$ cat config.mk
export PLATFORM = sky130hd
export DESIGN_NAME = sipo_latch
export DESIGN_NICKNAME = d
export VERILOG_FILES = /design/src/core/sipo_pkg.sv /design/src/core/pin_sync.sv /design/src/core/sipo_latch.sv
export VERILOG_INCLUDE_DIRS = /design/src /design/src/core
export SDC_FILE = /design/constraint.sdc
export NUM_CORES = 1
export LEC_CHECK = 0
export ABC_CLOCK_PERIOD_IN_PS = 1500
export BUFFER_PORTS_ARGS = -buffer_cell sky130_fd_sc_hd__buf_4
export CAP_MARGIN = 25
export CORE_AREA = 3 3 56 58
export CTS_BUF_LIST = sky130_fd_sc_hd__clkbuf_16
export CTS_CLUSTER_DIAMETER = 100
export CTS_CLUSTER_SIZE = 12
export DETAILED_ROUTE_END_ITERATION = 16
export DIE_AREA = 0 0 59 61
export HOLD_SLACK_MARGIN = 0.05
export PLACE_DENSITY = 0.73
export SYNTH_ARGS = -nofsm -noshare
export SYNTH_HDL_FRONTEND = slang
export SYNTH_HIERARCHICAL = 1
export SYNTH_SLANG_ARGS = --single-unit
$ cat constraint.sdc
create_clock -name MCLK -period 1.5 [get_ports MCLK]
set_clock_uncertainty 0.2 [all_clocks]
set_input_delay 0.075 -clock MCLK [delete_from_list [all_inputs] [get_ports MCLK]]
set_output_delay 0.075 -clock MCLK [all_outputs]
set_load 0.005 [all_outputs]
$ cat src/core/sipo_consts.svh
// Constants for the serial-in parallel-out latch.
`ifndef SIPO_CONSTS_SVH
`define SIPO_CONSTS_SVH
`define SIPO_WIDTH 8
`define SIPO_SYNC_STAGES 2
`define SIPO_IDLE_HIGH 1'b1
`endif

$ cat src/core/sipo_pkg.sv
// Types for the serial-in parallel-out latch.
`include "sipo_consts.svh"
package sipo_pkg;
  typedef logic [`SIPO_WIDTH-1:0] stage_vec_t;
endpackage : sipo_pkg

$ cat src/core/pin_sync.sv
// Two-flop synchroniser with a combinational rising-edge flag decoded from a delay flop.
`timescale 1ns/1ps
module pin_sync
#(
  parameter logic IDLE = 1'b0
)
(
  input  wire logic clk,
  input  wire logic rst,
  input  wire logic pin,
  output logic      level,
  output logic      rise
);
  logic meta;
  logic sync;
  logic sync_d;
  logic next_meta;
  logic next_sync;
  logic next_sync_d;

  always_comb
  begin
    next_meta   = pin;
    next_sync   = meta;
    next_sync_d = sync;
  end

  always_ff @(posedge clk)
  begin
    if (rst)
    begin
      // Reset to the pin's idle level so no false edge follows reset.
      meta   <= IDLE;
      sync   <= IDLE;
      sync_d <= IDLE;
    end
    else
    begin
      meta   <= next_meta;
      sync   <= next_sync;
      sync_d <= next_sync_d;
    end
  end

  assign level = sync;
  assign rise  = sync & ~sync_d;
endmodule : pin_sync

$ cat src/core/sipo_latch.sv
// Serial-in parallel-out latch with three-state outputs.
//
// Overview of operation
// - Output enable high puts all eight parallel outputs in high impedance.
// - Output enable low drives the outputs with the storage register.
// - Clear low holds every shift stage at zero regardless of clocks.
// - Shift clock rise loads serial input into stage one, shifts others.
// - Storage clock rise with clear high copies stages into storage.
// - Coinciding edges store the pre-shift contents, then shift.
// - Each output is driven high, driven low, or released.
// - Storage contents stay unchanged while new data is shifted in.
`timescale 1ns/1ps
`include "sipo_consts.svh"
module sipo_latch
#(
  parameter int WIDTH = `SIPO_WIDTH
)
(
  input  wire logic          MCLK,
  input  wire logic          SYS_RST,
  input  wire logic          SHIFT_DATA_IN,
  input  wire logic          SHIFT_CLOCK,
  input  wire logic          SHIFT_CLEAR_N,
  input  wire logic          STORE_CLOCK,
  input  wire logic          OUT_ENABLE_N,
  output logic [WIDTH-1:0]   PAR_OUT,
  output logic [WIDTH-1:0]   PAR_OE,
  output logic               CASCADE_OUT
);
  import sipo_pkg::*;

  logic             data_lvl;
  logic             clear_n_lvl;
  logic             oe_n_lvl;
  logic             shift_rise;
  logic             store_rise;
  logic [WIDTH-1:0] stages;
  logic [WIDTH-1:0] storage;
  logic [WIDTH-1:0] next_stages;
  logic [WIDTH-1:0] next_storage;
  logic [WIDTH-1:0] next_par_out;
  logic [WIDTH-1:0] next_par_oe;
  logic             next_cascade;

  pin_sync u_data  (.clk(MCLK), .rst(SYS_RST), .pin(SHIFT_DATA_IN),
                    .level(data_lvl), .rise());
  pin_sync u_shclk (.clk(MCLK), .rst(SYS_RST), .pin(SHIFT_CLOCK),
                    .level(), .rise(shift_rise));
  pin_sync #(.IDLE(`SIPO_IDLE_HIGH)) u_clr
    (.clk(MCLK), .rst(SYS_RST), .pin(SHIFT_CLEAR_N),
     .level(clear_n_lvl), .rise());
  pin_sync u_stclk (.clk(MCLK), .rst(SYS_RST), .pin(STORE_CLOCK),
                    .level(), .rise(store_rise));
  pin_sync #(.IDLE(`SIPO_IDLE_HIGH)) u_oe
    (.clk(MCLK), .rst(SYS_RST), .pin(OUT_ENABLE_N),
     .level(oe_n_lvl), .rise());

  always_comb
  begin
    next_stages  = stages;
    next_storage = storage;
    if (!clear_n_lvl)
      next_stages = '0;
    else if (shift_rise)
      next_stages = {stages[WIDTH-2:0], data_lvl};
    if (clear_n_lvl && store_rise)
      next_storage = stages;
    next_par_out = storage;
    next_par_oe  = {WIDTH{~oe_n_lvl}};
    next_cascade = stages[WIDTH-1];
  end

  always_ff @(posedge MCLK)
  begin
    if (SYS_RST)
    begin
      stages      <= '0;
      storage     <= '0;
      PAR_OUT     <= '0;
      PAR_OE      <= '0;
      CASCADE_OUT <= 1'b0;
    end
    else
    begin
      stages      <= next_stages;
      storage     <= next_storage;
      PAR_OUT     <= next_par_out;
      PAR_OE      <= next_par_oe;
      CASCADE_OUT <= next_cascade;
    end
  end
endmodule : sipo_latch

==> flow_metrics.tcl, run 1 <==
set metrics [dict create \
    irDropWorstVdd_uv 1050 \
    synth.cell_area_mm2 0.00128 \
    drt_first_pass_iters 4 \
    vias 774 \
    worst_skew_pair.late_latency_ns 0.27 \
    wire_length_of_the_first_global_routing_pass_mm 3.39 \
    worst_ep_required_time_ns 1.46 \
    post_layout_nonfiller_instances 172 \
    slew_violations 0 \
    crit_path_cell_trace "dlygate4sd3_1 -> buf_4 -> nor2b_1 -> dlygate4sd3_1" \
    grt_antenna_before_repair 0 \
    yosys_warnings 6 \
    rsz_0062_raised_after_global_routing "no" \
    grt.overflow.total 0 \
    pwr_density_cell_mw_per_mm2 1200 \
    die_h_um 61 \
    worstPathArrival_ns 1.42 \
    layout-drive-gt1-share_pct 33.3 \
    critPathMaxStageDelay_ns 0.56 \
    place.gp.congestion 0.736 \
    max_freq_mhz 684 \
    maximum_level_of_the_cts_h_tree 2 \
    placed_area_mm2 0.00142 \
    cts_buffers 5 \
    worst_slew_pin_slew_ns 0.328 \
    placementRows 19 \
    critPathMostFrequentCell "dlygate4sd3_1" \
    num_antenna_cells 0 \
    wl_per_cell_um 11.7 \
    clkSlewWorstSetupHoldPaths_ns 0.05 \
    grt_max_degree 26 \
    totalNegativeSetupSlack_ns 0 \
    first_global_vias 788 \
    effective_utilization_at_floorplan_pct 47.4 \
    die_outline_area_mm2 0.00360 \
    report.final.hold_viol_count 0 \
    timing.max_cap.violations 0 \
    place.port_buffers 23 \
    chipWidth_um 59 \
    tritoncts_clock_tree "built" \
    worst-setup-path-type "input pin to flip-flop" \
    timing.critical_path.from_type "input pin" \
    detailroute.wirelength.met3_um 164 \
    final_cell_area_mm2 0.00171 \
    run_status "finished clean" \
    min-delay-path-class "input pin to flip-flop" \
    met2_wirelength_um 988 \
    syn-num-nets 113 \
    post-route-drc-count 0 \
    grt_usage_pct 13.5 \
    cts_root_buf "clkbuf_16" \
    drt-met1-wl_um 810 \
    route.final.wire_length_mm 2.01 \
    num-nets-final 149 \
    cts.path.max_buffers 2 \
    utilization_pct 63.1 \
    cp_slowest_cell "dlygate4sd3_1" \
    avgSynthCellArea_um2 12.1 \
    fin_crit_ns 1.46 \
    placed_cells 150 \
    top_layer "met4" \
    detail_route.iter0.violations 8 \
    setup_viol 0 \
    post_synth_inst_count 106 \
    post_cts_buffers 0 \
    post-dp-hpwl_mm 1.14 \
    critical_path.max_fanout 1 \
    final_min_period_over_clock_period_pct 97.5 \
    slew-limit-headroom_pct 78.1 \
    p_leak_uw 0.000752 \
    antenna_violating_nets_post_route 0 \
    timing.critical_path.to_type "flip-flop" \
    area_growth_pct 33.2 \
    core_area_mm2 0.00271 \
    io_pins 24 \
    via_per_inst 4.50 \
    clock_sink_count 38 \
    setup.reg_to_reg.worst_slack_ns 0.12 \
]
where the power goes:
part / switching [µW] / total [µW] / internal (µW) / leakage, µW
Clock: 342 / 930 / 589 / 0.0000632
Sequential: 5.01 / 1030 / 1030 / 0.000309
Combinational: 35.8 / 94.7 / 58.9 / 0.000381
final cells by class:
cell class	count	area [µm²]
clock buffers	5	125
multi-input cells	57	439
repair buffers	40	343
fillers	226	1000
clock inverters	1	3.75
well taps	31	38.8
flip-flops and latches	38	761
layout by cell type (no fill, tap or decap):
master / instances
mux2i_1: 8
buf_4: 24
and2b_4: 5
mux2_2: 7
dfxtp_1: 38
dlygate4sd3_1: 15
dlymetal6s4s_1: 1
nand2b_1: 1
nor2_1: 9
and2_2: 1
mux2_4: 1
and2b_1: 1
nor2b_2: 4
clkinv_1: 1
or2_1: 4
clkbuf_16: 5
nor2b_1: 16
routing by layer:
metal  track usage [%]  vias to the layer above
met4              7.77                        0
met3              7.02                        7
li1                  -                      398
met1              13.0                      344
met2              23.2                       25
met5                 0                        -
worst max-delay path, delay by kind of cell:
| family | cells | cell delay, ns |
|---|---|---|
| buf+inv | 3 | 1.23 |
| simple gates | 1 | 0.11 |
stage by stage:
step / total power (µW) / setup slack, ns / hold WS [ns]
finish: 2060 / 0.0376 / 0.0551
global route: 2120 / 0.0177 / 0.0837
CTS: 2080 / 0.00312 / 0.0529
detailed placement: 1120 / 0.000130 / 0.0624
global placement: 1110 / 0.0616 / 0.0530
floorplan: 1100 / 0.218 / -0.0534
timing repair:
| action | CTS | global route |
|---|---|---|
| setup endpoints to repair | 7 | 4 |
| hold buffers | 16 | 1 |
| gates resized for setup | 1 | 1 |
| endpoints found under the hold margin | 16 | 1 |
| gates cloned | 0 | 0 |
| pin swaps | 0 | 0 |
final timing paths:
path	cells after the start	endpoint	from
min	2	CASCADE_OUT	SYS_RST
min reg2reg	1	u_clr/level	u_clr/meta
max reg2reg	3	next_par_out[6]	u_stclk/level
max	4	u_shclk/meta	SHIFT_CLOCK
Power figures use the tool's default switching activity.
==> run 2: changes to the inputs <==
- CELL_PAD_IN_SITES_DETAIL_PLACEMENT: default -> 1
- CELL_PAD_IN_SITES_GLOBAL_PLACEMENT: default -> 2
- CORE_AREA: 3 3 56 58 -> 3 3 67 69
- DIE_AREA: 0 0 59 61 -> 0 0 70 72
- PLACE_DENSITY: 0.73 -> default
- PLACE_DENSITY_LB_ADDON: default -> 0.1
==> run 2 against run 1 <==
Against the previous run:
- first-iteration DRC count is 130% higher
- largest power group is now the clock network
- highest routed layer unchanged
- non-clock buffer count is 2 higher
- combinational power is 4.9% higher
- via count is 3.1% higher
- worst setup slack better by 0.012 ns
- clock-buffer cell count stayed put
- utilization is 18 points lower
- routed wire length is 7.4% higher
- register-to-register slack hardly changed
- critical path depth stayed put
==> flow_metrics.tcl, run 2 (synthesis results as in run 1) <==
set metrics [dict create \
    antenna_violating_nets_post_route 0 \
    worst-setup-path-type "input pin to flip-flop" \
    cts_root_buf "clkbuf_16" \
    report.final.hold_viol_count 0 \
    power_report.internal_total_uw 1860 \
    die_outline_area_mm2 0.00504 \
    min-delay-path-class "input pin to flip-flop" \
    critical_path.max_fanout 1 \
    worst_skew_pair.late_latency_ns 0.27 \
    fill_cells 432 \
    irDropWorstVdd_uv 717 \
    worst_slew_pin_slew_ns 0.322 \
    chipWidth_um 70 \
    clkSlewWorstSetupHoldPaths_ns 0.05 \
    timing.max_cap.violations 0 \
    power.net_switching_uw 410 \
    pwr_density_cell_mw_per_mm2 1270 \
    cts.path.max_buffers 2 \
    post-route-drc-count 0 \
    part_of_the_total_power_dissipated_in_combinational_logic_pct 4.4 \
    sw_frac_of_total_pct 18.0 \
    maximum_level_of_the_cts_h_tree 2 \
    power_frac_clock_pct 50.3 \
    core_area_mm2 0.00397 \
    via_per_inst 4.09 \
    worst_ep_required_time_ns 1.46 \
    grt_usage_pct 9.60 \
    power_frac_seq_pct 45.3 \
    drt_first_pass_iters 3 \
    rsz_0062_raised_after_global_routing "no" \
    area_growth_pct 40.0 \
    max_freq_mhz 689 \
    place.gp.congestion 0.655 \
    detail_route.iter0.violations 18 \
    layout_common_cells "38 x dfxtp_1, 24 x buf_4, 17 x dlygate4sd3_1" \
    cts_buffers 5 \
    num-nets-final 151 \
    timing.critical_path.to_type "flip-flop" \
    post_cts_buffers 0 \
    route.final.wire_length_mm 2.16 \
    slew_violations 0 \
    die_h_um 72 \
    vias 798 \
    run_status "finished clean" \
    tritoncts_clock_tree "built" \
    place.port_buffers 23 \
    effective_utilization_at_floorplan_pct 32.3 \
    layout-drive-gt1-share_pct 34.5 \
    totalNegativeSetupSlack_ns 0 \
    wire_length_of_the_first_global_routing_pass_mm 3.71 \
    whs_ns 0.0672 \
    timing.critical_path.from_type "input pin" \
    worstPathArrival_ns 1.41 \
    slew-limit-headroom_pct 78.5 \
    final_min_period_over_clock_period_pct 96.7 \
    wl_per_cell_um 11.1 \
    p_leak_uw 0.000780 \
    grt_max_degree 27 \
    grt_antenna_before_repair 0 \
    io_pins 24 \
    setup_viol 0 \
    num_antenna_cells 0 \
    post-dp-hpwl_mm 1.25 \
    clock_sink_count 38 \
    final_common_cell "dfxtp_1" \
    placementRows 23 \
    first_global_vias 841 \
    fin_crit_ns 1.45 \
    grt.overflow.total 0 \
]
==> run 2: worst paths after layout <==
| check | from | end | slack, ns | cells past startpoint |
|---|---|---|---|---|
| worst max-delay path | STORE_CLOCK | u_stclk/meta | 0.05 | 4 |
| worst min register to register | u_clr/meta | u_clr/level | 0.21 | 1 |
| worst min-delay path | SYS_RST | CASCADE_OUT | 0.07 | 2 |
| worst max register to register | u_stclk/level | next_par_out[1] | 0.13 | 4 |
==> run 2: layer usage <==
metal | share of wire, % | track usage (%) | up-vias
met5 | 0 | 0 | -
met4 | 1.2 | 5.11 | 0
met3 | 4.8 | 3.46 | 4
met2 | 52 | 17.0 | 15
met1 | 42 | 9.97 | 376
li1 | - | - | 403
==> run 2: final cells by class <==
class | instances | area [µm²] | share of cell area, %
flip-flops and latches | 38 | 761 | 42.3
multi-input cells | 57 | 438 | 24.4
repair buffers | 42 | 370 | 20.6
clock buffers | 5 | 125 | 6.96
well taps | 50 | 62.6 | 3.48
clock inverters | 3 | 40.0 | 2.23
==> run 2: timing repair <==
| action | 4_1_cts | 5_1_grt |
|---|---|---|
| hold buffers | 17 | 0 |
| endpoints found under the hold margin | 14 | 0 |
| endpoints found under the setup margin | 0 | 0 |
| resized for setup | 0 | 0 |
==> run 2: critical path, stage by stage <==
cell and delay [ns]:
dlygate4sd3_1 0.54, buf_4 0.13, nor2b_1 0.11, dlygate4sd3_1 0.55
==> run 2: metrics by stage <==
step	cells	utilization (%)	setup WS, ns	instance area [µm²]	total power (µW)
5_1_grt	195	45.2	0.0192	1800	2370
2_1_floorplan	106	-	0.218	1280	1100
3_3_place_gp	170	36.8	0.157	1460	1120
3_5_place_dp	170	36.8	0.122	1460	1120
4_1_cts	195	45.2	0.0570	1800	2320
6_report	195	45.2	0.0495	1800	2270
==> run 2: power by group through the flow <==
stage,Clock (µW),Combinational [µW],Sequential [µW]
6_report,1140,99.3,1030
3_3_place_gp,0,70.9,1050
4_1_cts,1190,101,1030
5_1_grt,1230,110,1030
3_5_place_dp,0,72.3,1050
2_1_floorplan,0,45.9,1050
